[src/verilog/dram_setup_params.svh]
// offsets, field positions, reset values and timing counts of the mode setup block
`ifndef DRAM_SETUP_PARAMS_SVH
`define DRAM_SETUP_PARAMS_SVH
// mode register fields
`define MR_BL_LSB 0
`define MR_CL_HI_BIT 2
`define MR_BT_BIT 3
`define MR_CL_LO_LSB 4
`define MR_TM_BIT 7
`define MR_DLLRST_BIT 8
`define MR_WL_LSB 9
// extended mode register fields
`define EMR_DQ_TERM_BIT 3
`define EMR_DLL_OFF_BIT 6
// field codes
`define BL_CODE_4 2'h2
`define BL_CODE_8 2'h3
`define CL_MIN 4'h4
`define CL_MAX 4'hB
`define WL_MIN 3'h1
`define RX_ON_WL_MAX 3'h3
// reset values
`define MR_RST 12'h000
`define EMR_RST 12'h000
// timing counts in clocks and fifo depth in entries
`define DLL_LOCK_CYC 20000
`define PD_BLOCK_CYC 4'hA
`define FIFO_DEPTH 8
`endif

[src/verilog/dram_setup_pkg.sv]
// types shared by the mode setup block, its controller model and its testbench
package dram_setup_pkg;
   typedef struct packed {
      logic cs_n;
      logic ras_n;
      logic cas_n;
      logic we_n;
      logic cke;
      logic [2:0] ba;
      logic [11:0] addr;
   } cmd_bus_t;

   typedef struct packed {
      logic is_write;
      logic [7:0] col;
   } beat_t;

   typedef struct packed {
      logic burst8;
      logic [3:0] read_latency;
      logic [2:0] write_latency;
      logic test_mode;
      logic dll_reset;
      logic lat_reserved;
      logic bl_reserved;
      logic burst_type_err;
   } mode_status_t;

   typedef enum logic [2:0] {
      CMD_NOP, CMD_DESEL, CMD_MRW, CMD_REF, CMD_RD, CMD_WR, CMD_PRE, CMD_ACT
   } cmd_kind_t;

   // gray along off -> uninit -> lock -> ready
   typedef enum logic [1:0] {
      ST_OFF = 2'b00,
      ST_UNINIT = 2'b01,
      ST_LOCK = 2'b11,
      ST_READY = 2'b10
   } dev_state_t;
endpackage : dram_setup_pkg
[src/verilog/burst_fifo.sv]
// small flop fifo carrying burst beats
`timescale 1ns/1ps
module burst_fifo #(
   parameter int WIDTH = 9,
   parameter int DEPTH = 8
) (
   input wire logic ref_clk_i,
   input wire logic sys_rst_i,
   input wire logic in_valid_i,
   output logic in_ready_o,
   input wire logic [WIDTH-1:0] in_data_i,
   output logic out_valid_o,
   input wire logic out_ready_i,
   output logic [WIDTH-1:0] out_data_o
);
   localparam int AW = $clog2(DEPTH);
   logic [WIDTH-1:0] mem_r [DEPTH];
   logic [AW-1:0] wr_ptr_r;
   logic [AW-1:0] rd_ptr_r;
   logic [AW:0] count_r;
   logic push;
   logic pop;

   assign in_ready_o = (count_r != (AW+1)'(DEPTH));
   assign out_valid_o = (count_r != '0);
   assign push = in_valid_i && in_ready_o;
   assign pop = out_valid_o && out_ready_i;
   assign out_data_o = mem_r[rd_ptr_r];

   always_ff @(posedge ref_clk_i) begin
      if (push) begin
         mem_r[wr_ptr_r] <= in_data_i;
      end
   end

   always_ff @(posedge ref_clk_i) begin
      if (sys_rst_i) begin
         wr_ptr_r <= '0;
         rd_ptr_r <= '0;
         count_r <= '0;
      end else begin
         if (push) begin
            wr_ptr_r <= (wr_ptr_r == AW'(DEPTH-1)) ? '0 : wr_ptr_r + 1'b1;
         end
         if (pop) begin
            rd_ptr_r <= (rd_ptr_r == AW'(DEPTH-1)) ? '0 : rd_ptr_r + 1'b1;
         end
         count_r <= count_r + (AW+1)'(push) - (AW+1)'(pop);
      end
   end
endmodule : burst_fifo

[src/verilog/dram_mode_setup.sv]
// mode register, init state and burst ordering logic of a graphics dram
// Function
// RULE1: controller holds reset and clock enable low while supplies ramp.
// RULE2: controller waits 100 us of stable power before raising reset.
// RULE3: reset rising edge latches clock enable: 0 half, 1 full address termination.
// RULE4: while reset low, data outputs off, terminators off, dll off.
// RULE5: controller issues no command until 200 us after stable power and clock.
// RULE6: controller sends nop, raises reset and clock enable, then precharges all.
// RULE7: controller then writes extended mode register with bank 01 to enable dll.
// RULE8: controller writes mode register with bank 00, then waits 20K clocks.
// RULE9: controller precharges all and issues at least two auto refreshes.
// RULE10: all four strobes low with clock enable high store address and bank bits.
// RULE11: controller waits mode write recovery time after each mode write.
// RULE12: mode register rewrites allowed only while every bank is idle.
// RULE13: mode register has no reset value; controller programs it after extended write. The block resets it to 12'h000.
// RULE14: fields: burst length, read latency, test mode, dll reset, write latency.
// RULE15: impedance update on every auto refresh and on nop with no read running. The block gives none while in ST_OFF.
// RULE16: data termination selectable between quarter and half reference.
// RULE17: burst runs in aligned block of burst length columns, wrapping inside it.
// RULE18: only sequential ordering; burst type bit must be programmed zero.
// RULE19: burst four: upper bits pick block, low two bits zero, order 0-1-2-3.
// RULE20: burst eight: start 0 gives 0..7, start 4 gives 4..7 then 0..3.
// RULE21: read latency 4 to 11; first data at edge n+m; reserved codes flagged.
// RULE22: controller picks read latency suited to clock frequency and speed grade.
// RULE23: write latency 1 to 7; at 1..3 input receivers stay on.
// RULE24: dll reset bit self clears when lock ends; no power down for 10 clocks.
`timescale 1ns/1ps
`include "dram_setup_params.svh"
module dram_mode_setup #(
   parameter int DLL_LOCK_CYCLES = `DLL_LOCK_CYC,
   parameter int FIFO_DEPTH = `FIFO_DEPTH
) (
   input wire logic ref_clk_i,
   input wire logic sys_rst_i,
   input wire logic rst_pin_n_i,
   input wire dram_setup_pkg::cmd_bus_t cmd_i,
   output dram_setup_pkg::beat_t beat_o,
   output logic beat_valid_o,
   input wire logic beat_ready_i,
   output logic cmd_refused_o,
   output dram_setup_pkg::mode_status_t mode_o,
   output logic [11:0] ext_mode_o,
   output logic addr_term_full_o,
   output logic dq_term_half_o,
   output logic dq_oe_o,
   output logic odt_en_o,
   output logic dll_on_o,
   output logic dll_locked_o,
   output logic zq_update_o,
   output logic rx_always_on_o,
   output logic pd_block_o,
   output logic pd_violation_o,
   output dram_setup_pkg::dev_state_t state_o
);
   import dram_setup_pkg::*;

   // ==========================================================
   // command decode
   cmd_kind_t kind;
   always_comb begin
      kind = CMD_NOP;
      if (cmd_i.cs_n) begin
         kind = CMD_DESEL;
      end else begin
         unique case ({cmd_i.ras_n, cmd_i.cas_n, cmd_i.we_n})
            3'b000: kind = CMD_MRW;
            3'b001: kind = CMD_REF;
            3'b010: kind = CMD_PRE;
            3'b011: kind = CMD_ACT;
            3'b100: kind = CMD_WR;
            3'b101: kind = CMD_RD;
            3'b110: kind = CMD_NOP;
            3'b111: kind = CMD_NOP;
         endcase
      end
   end

   // ==========================================================
   // reset pin edge and termination latch
   dev_state_t state_r;
   logic rst_pin_q_r;
   logic addr_term_full_r;
   logic pin_rise;
   assign pin_rise = rst_pin_n_i && !rst_pin_q_r;

   always_ff @(posedge ref_clk_i) begin
      if (sys_rst_i) begin
         rst_pin_q_r <= 1'b0;
         addr_term_full_r <= 1'b0;
      end else begin
         rst_pin_q_r <= rst_pin_n_i;
         if (pin_rise) begin
            addr_term_full_r <= cmd_i.cke; // [RULE3]
         end
      end
   end

   // ==========================================================
   // mode register writes
   logic [11:0] mr_r;
   logic [11:0] emr_r;
   logic mrw_hit;
   logic lock_done;
   // mode writes count only with clock enable already high
   assign mrw_hit = (kind == CMD_MRW) && cmd_i.cke && rst_pin_n_i && (state_r != ST_OFF);

   always_ff @(posedge ref_clk_i) begin
      if (sys_rst_i || !rst_pin_n_i) begin
         mr_r <= `MR_RST;
         emr_r <= `EMR_RST;
      end else if (mrw_hit && cmd_i.ba[0]) begin
         emr_r <= cmd_i.addr; // [RULE10]
      end else if (mrw_hit) begin
         mr_r <= cmd_i.addr; // [RULE10]
      end else if (lock_done) begin
         mr_r[`MR_DLLRST_BIT] <= 1'b0; // [RULE24]
      end
   end

   // ==========================================================
   // field decode
   logic [3:0] rl;
   logic [2:0] wl;
   logic burst8;
   assign rl = {mr_r[`MR_CL_HI_BIT], mr_r[`MR_CL_LO_LSB+2:`MR_CL_LO_LSB]}; // [RULE14]
   assign wl = mr_r[`MR_WL_LSB+2:`MR_WL_LSB]; // [RULE14]
   assign burst8 = (mr_r[`MR_BL_LSB+1:`MR_BL_LSB] == `BL_CODE_8);

   always_comb begin
      mode_o.burst8 = burst8;
      mode_o.read_latency = rl;
      mode_o.write_latency = wl;
      mode_o.test_mode = mr_r[`MR_TM_BIT];
      mode_o.dll_reset = mr_r[`MR_DLLRST_BIT];
      mode_o.lat_reserved = (rl < `CL_MIN) || (rl > `CL_MAX) || (wl < `WL_MIN); // [RULE21]
      mode_o.bl_reserved = (mr_r[`MR_BL_LSB+1:`MR_BL_LSB] != `BL_CODE_4) && !burst8;
      mode_o.burst_type_err = mr_r[`MR_BT_BIT]; // [RULE18]
   end
   assign ext_mode_o = emr_r;
   assign rx_always_on_o = (wl <= `RX_ON_WL_MAX); // [RULE23]
   assign dq_term_half_o = emr_r[`EMR_DQ_TERM_BIT]; // [RULE16]
   assign addr_term_full_o = addr_term_full_r;

   // ==========================================================
   // dll lock and power down window
   logic [$clog2(DLL_LOCK_CYCLES+1)-1:0] lock_cnt_r;
   logic [3:0] pd_cnt_r;
   logic dll_rst_cmd;
   assign dll_rst_cmd = mrw_hit && !cmd_i.ba[0] && cmd_i.addr[`MR_DLLRST_BIT];
   assign lock_done = (lock_cnt_r == 1) && !dll_rst_cmd;

   always_ff @(posedge ref_clk_i) begin
      if (sys_rst_i || !rst_pin_n_i) begin
         lock_cnt_r <= '0;
      end else if (dll_rst_cmd) begin
         lock_cnt_r <= ($clog2(DLL_LOCK_CYCLES+1))'(DLL_LOCK_CYCLES);
      end else if (lock_cnt_r != '0) begin
         lock_cnt_r <= lock_cnt_r - 1'b1;
      end
   end

   always_ff @(posedge ref_clk_i) begin
      if (sys_rst_i) begin
         pd_cnt_r <= '0;
      end else if (dll_rst_cmd) begin
         pd_cnt_r <= `PD_BLOCK_CYC; // [RULE24]
      end else if (pd_cnt_r != '0) begin
         pd_cnt_r <= pd_cnt_r - 1'b1;
      end
   end

   logic cke_q_r;
   always_ff @(posedge ref_clk_i) begin
      if (sys_rst_i) begin
         cke_q_r <= 1'b0;
         pd_violation_o <= 1'b0;
      end else begin
         cke_q_r <= cmd_i.cke;
         // sticky until sys_rst_i, not cleared by the reset pin, so software never misses it
         if (pd_block_o && cke_q_r && !cmd_i.cke) begin
            pd_violation_o <= 1'b1; // [RULE24]
         end
      end
   end
   assign pd_block_o = (pd_cnt_r != '0);
   assign dll_locked_o = (state_r == ST_READY);

   // ==========================================================
   // device state
   always_ff @(posedge ref_clk_i) begin
      if (sys_rst_i || !rst_pin_n_i) begin
         state_r <= ST_OFF;
      end else begin
         unique case (state_r)
            ST_OFF: state_r <= ST_UNINIT;
            ST_UNINIT: if (dll_rst_cmd) state_r <= ST_LOCK;
            ST_LOCK: if (lock_done) state_r <= ST_READY;
            ST_READY: if (dll_rst_cmd) state_r <= ST_LOCK;
         endcase
      end
   end
   assign state_o = state_r;

   // outputs stay quiet while the reset pin is low
   assign dll_on_o = rst_pin_n_i && !emr_r[`EMR_DLL_OFF_BIT]; // [RULE4]
   assign odt_en_o = rst_pin_n_i && (state_r != ST_OFF); // [RULE4]

   // ==========================================================
   // burst engine: latency then ordered columns
   logic [3:0] lat_cnt_r;
   logic pend_r;
   logic active_r;
   logic wr_r;
   logic [7:0] base_r;
   logic [2:0] beat_r;
   logic [2:0] last_beat;
   logic push_ready;
   logic push;
   logic access;
   beat_t push_beat;

   assign access = ((kind == CMD_RD) || (kind == CMD_WR)) && (state_r == ST_READY);
   assign cmd_refused_o = access && (pend_r || active_r);
   assign last_beat = burst8 ? 3'h7 : 3'h3;
   assign push = active_r;

   always_comb begin
      push_beat.is_write = wr_r;
      if (burst8) begin
         push_beat.col = {base_r[7:3], base_r[2:0] + beat_r}; // [RULE20] [RULE17]
      end else begin
         push_beat.col = {base_r[7:2], beat_r[1:0]}; // [RULE19] [RULE17]
      end
   end

   always_ff @(posedge ref_clk_i) begin
      if (sys_rst_i || !rst_pin_n_i) begin
         pend_r <= 1'b0;
         active_r <= 1'b0;
         lat_cnt_r <= '0;
         wr_r <= 1'b0;
         base_r <= '0;
         beat_r <= '0;
      end else if (access && !pend_r && !active_r) begin
         wr_r <= (kind == CMD_WR);
         base_r <= cmd_i.addr[7:0];
         beat_r <= '0;
         // first beat lands on edge n plus latency
         lat_cnt_r <= ((kind == CMD_WR) ? {1'b0, wl} : rl) - 4'h1; // [RULE21] [RULE23]
         pend_r <= 1'b1;
      end else if (pend_r && lat_cnt_r != '0) begin
         lat_cnt_r <= lat_cnt_r - 4'h1;
      end else if (pend_r) begin
         pend_r <= 1'b0;
         active_r <= 1'b1;
      end else if (active_r && push_ready) begin
         // a full buffer stalls beats, so latency is only nominal then
         beat_r <= beat_r + 3'h1;
         if (beat_r == last_beat) begin
            active_r <= 1'b0;
         end
      end
   end
   assign dq_oe_o = rst_pin_n_i && active_r && !wr_r; // [RULE4]

   // outside ST_OFF, impedance refresh fires on refresh commands, and on nop commands only while no read is pending or active
   assign zq_update_o = (state_r != ST_OFF) && ((kind == CMD_REF) ||
      (kind == CMD_NOP && !((pend_r || active_r) && !wr_r))); // [RULE15]

   burst_fifo #(
      .WIDTH($bits(beat_t)),
      .DEPTH(FIFO_DEPTH)
   ) u_fifo (
      .ref_clk_i(ref_clk_i),
      .sys_rst_i(sys_rst_i),
      .in_valid_i(push),
      .in_ready_o(push_ready),
      .in_data_i(push_beat),
      .out_valid_o(beat_valid_o),
      .out_ready_i(beat_ready_i),
      .out_data_o(beat_o)
   );
endmodule : dram_mode_setup

[config.mk]
export PLATFORM = sky130hd
export DESIGN_NAME = dram_mode_setup
export DESIGN_NICKNAME = d
export VERILOG_FILES = /design/src/verilog/dram_setup_pkg.sv /design/src/verilog/burst_fifo.sv /design/src/verilog/dram_mode_setup.sv
export VERILOG_INCLUDE_DIRS = /design/src /design/src/verilog
export SDC_FILE = /design/constraint.sdc
export NUM_CORES = 1
export LEC_CHECK = 0
export BUFFER_PORTS_ARGS = -buffer_cell sky130_fd_sc_hd__buf_4
export CORE_MARGIN = 4
export CORE_UTILIZATION = 30
export CTS_CLUSTER_DIAMETER = 60
export DETAILED_ROUTE_END_ITERATION = 12
export SYNTH_ARGS = -nofsm -noshare
export SYNTH_HDL_FRONTEND = slang
export SYNTH_SLANG_ARGS = --single-unit
[constraint.sdc]
create_clock -name ref_clk_i -period 7.2 [get_ports ref_clk_i]
set_clock_uncertainty 0.2 [all_clocks]
set_input_delay 0.72 -clock ref_clk_i [delete_from_list [all_inputs] [get_ports ref_clk_i]]
set_output_delay 0.72 -clock ref_clk_i [all_outputs]
set_load 0.05 [all_outputs]
==> flow_metrics.env <==
export IMPL_fin_crit_ns=3.15
export IMPL_antenna_found_initial=0
export IMPL_io_buffers=69
export IMPL_drt_total_wl_mm=13.7
export IMPL_synth_edf_count=72
export IMPL_grt_ovfl_total=0
export IMPL_clockRootBuffer="clkbuf_16"
export IMPL_crit_buf_inv=1
export IMPL_synth_cell_types=52
export IMPL_powerDensity_nw_per_um2=313
export IMPL_syn_to_final_growth_pct=19.2
export IMPL_first_pass_iters=4
export IMPL_leakage_nw=2.61
export IMPL_p_sw_w=0.000725
export IMPL_antenna_cells=0
export IMPL_synthArstFlopShare_pct=0
export IMPL_hold_viol_final=0
export IMPL_intPower_w=0.00168
export IMPL_syn_area_um2=6450
export IMPL_die_h_um=155
export IMPL_ir_drop_uv=178
export IMPL_synth_top_area_share_pct=33.5
export IMPL_setup_tns_final_ns=0
export IMPL_p_seq_share_pct=41.3
export IMPL_critical_path_top_delay_family="flip-flops"
export IMPL_power_frac_comb_pct=26.6
export IMPL_start_kind="flop"
export IMPL_clock_latency_ns=0.42
export IMPL_synth_top_cells_by_area="edfxtp_1 34%, dfxtp_1 25%, mux4_2 6.3%"
export IMPL_die_width_um=155
export IMPL_path_class="flop to output pin"
export IMPL_post_route_period_util_pct=43.7
export IMPL_pre_cts_ws_ns=4.21
export IMPL_dpl_cell_area_um2=7180
export IMPL_syn_nets=600
export IMPL_syn_instance_count=555
export IMPL_yosysSeqAreaShare_pct=58.4
export IMPL_syn_mean_instance_area_um2=11.6
export IMPL_synth_area_leader_cell="edfxtp_1"
export IMPL_switching_share_pct=30.1
export IMPL_place_congestion=0.731
export IMPL_postCtsSetupBuffers=0
export IMPL_cap_viol_max_count=0
export IMPL_grt_max_degree=44
export IMPL_worst_setup_path_end_kind="output pin"
export IMPL_cts_made_buffers=17
export IMPL_setup_ws_ns=4.05
export IMPL_tightest_slew_ns=1.02
export IMPL_max_slew_margin_pct=31.4
export IMPL_slowest_stage="dfxtp_1"
export IMPL_nFillCells=2105
export IMPL_grt_pass1_wl_mm=22.1
export IMPL_cp_max_fo=18
export IMPL_hold_path_startpoint="mr_r[7]"
export IMPL_worstReg2RegStart="u_fifo.count_r[2]"
export IMPL_dp_hpwl_mm=9.22
export IMPL_required_ns=6.28
export IMPL_nets=660
export IMPL_core_area_um2=21100
export IMPL_die_area_um2=23900
export IMPL_layout_drive_gt1_share_pct=23.6
export IMPL_design_area_um2=7690
export IMPL_rsz0062_at_grt="no"
export IMPL_wl_per_cell_um=15.2
export IMPL_tritoncts="built"
export IMPL_synth_main_ff_cell="dfxtp_1"
export IMPL_fmax_ghz=0.318
export IMPL_rows=53
export IMPL_drt_initial_drc_count=171
export IMPL_route_vias_total=4194
export IMPL_start_util_pct=30.6
export IMPL_clk_path_buf_depth=2
export IMPL_grtUsageTotal_pct=11.8
export IMPL_crit_arrival_ns=2.23
export IMPL_status="complete, no violations"
export IMPL_path_cells="mux4_2, mux2_2, buf_4"
export IMPL_max_stage_delay_ns=0.89
export IMPL_min_path_type="flop to flop"
export IMPL_clkPwrFrac_pct=32.1
export IMPL_ys_ff_latch=152
export IMPL_io_pins=72
export IMPL_clkTransAtPathRegs_ns=0.06
export IMPL_yosysWarnings=0
export IMPL_drc_errors=0
export IMPL_vias_per_cell=4.65
export IMPL_grt_pass1_vias=4060
export IMPL_synth_most_common_cell="nand2_1"
export IMPL_cts_sinks=152
export IMPL_hold_buffers=0
export IMPL_h_tree_depth=4
export IMPL_cts_repair_resized=0
export IMPL_finalMaxSlewViolations=0
export IMPL_antenna_left=0
export IMPL_ys_top_cells_by_count="87 x nand2_1, 80 x dfxtp_1, 72 x edfxtp_1, 56 x a21oi_1, 36 x nor2_1"
export IMPL_setup_viol=0
## worst register-to-register path, stage by stage (launching register included)
cell and delay (ns):
dfxtp_1 0.30, inv_1 0.06, ha_1 0.19, a21bo_2 0.28, inv_1 0.19, nand2_1 0.14, nor2_1 0.76
## layout by cell type, fill, tap and decap left out, types with 4 or more instances in the layout
master,count
inv_1,23
mux4_2,18
nor3_2,4
nor2b_1,7
nand4_1,4
nor2_1,36
edfxtp_1,72
o21ai_0,9
a31oi_1,7
nor3_1,5
clkinvlp_4,4
xnor2_1,10
clkbuf_16,17
xor2_1,7
mux2_2,14
ha_1,19
nand2b_1,9
a21oi_1,56
a211oi_1,6
clkinv_1,5
mux2i_1,5
or3_1,7
dfxtp_1,80
buf_4,74
nand2_1,87
## power by group through the flow
stage                     clock (W)  sequential [W]  combinational [W]
after floorplan                   0        0.000997           0.000532
after global placement            0         0.00101           0.000642
after detailed placement          0         0.00101           0.000647
after CTS                  0.000789        0.000994           0.000649
after global routing       0.000827         0.00100           0.000721
final                      0.000773        0.000993           0.000639
## through the flow
| stage | total power [W] | util [%] | cells | hold WS, ns |
|---|---|---|---|---|
| floorplan | 0.00153 | - | 555 | 0.232 |
| global placement | 0.00165 | 34.0 | 871 | 0.240 |
| detailed placement | 0.00166 | 34.0 | 871 | 0.245 |
| CTS | 0.00243 | 36.5 | 902 | 0.253 |
| global route | 0.00255 | 36.5 | 902 | 0.270 |
| finish | 0.00241 | 36.5 | 902 | 0.252 |
## layout make-up
| cell class | instances | area (um^2) | area share, % |
|---|---|---|---|
| clock inverters | 14 | 86.3 | 1.12 |
| inverters | 24 | 90.1 | 1.17 |
| clock buffers | 17 | 425 | 5.53 |
| well taps | 275 | 344 | 4.48 |
| multi-input cells | 346 | 2420 | 31.5 |
| repair buffers | 74 | 556 | 7.23 |
| flip-flops and latches | 152 | 3760 | 49.0 |
## per-layer routing
layer  track usage (%)  wire length (um)  vias up
li1                  -                 -     2092
met3              3.27               837       11
met2              18.2              6350       99
met5                 0                 0        -
met1              16.0              6360     1992
met4              3.70               138        0
## path summary, 6_finish.rpt
| check | endpoint | slack, ns | depth (start not counted) |
|---|---|---|---|
| max | beat_o[5] | 4.05 | 3 |
| min reg2reg | mr_r[7] | 0.25 | 2 |
| min | mr_r[7] | 0.25 | 2 |
| max reg2reg | u_fifo.mem_r[3][5] | 4.69 | 6 |
## sequential cells by signal (all words and copies together), names as in the netlist, named ones only
signal / cells
u_fifo.mem_r: 72
lock_cnt_r: 15
ext_mode_o: 12
mr_r: 12
base_r: 8
lat_cnt_r: 4
pd_cnt_r: 4
u_fifo.count_r: 4
beat_r: 3
u_fifo.rd_ptr_r: 3
u_fifo.wr_ptr_r: 3
state_o: 2
active_r: 1
addr_term_full_o: 1
cke_q_r: 1
pd_violation_o: 1
pend_r: 1
rst_pin_q_r: 1
wr_r: 1
## cell families (layout without fill, tap and decap cells)
group / Yosys count / in the layout / synth area share, %
flops: 152 / 152 / 58.4
xor+xnor: 17 / 17 / 2.31
compound gates: 89 / 89 / 7.88
simple gates: 182 / 182 / 13.3
fa+ha+maj: 21 / 21 / 4.31
mux: 37 / 37 / 9.51
buf+inv: 57 / 129 / 4.38
(Power assumes the default switching activity.)
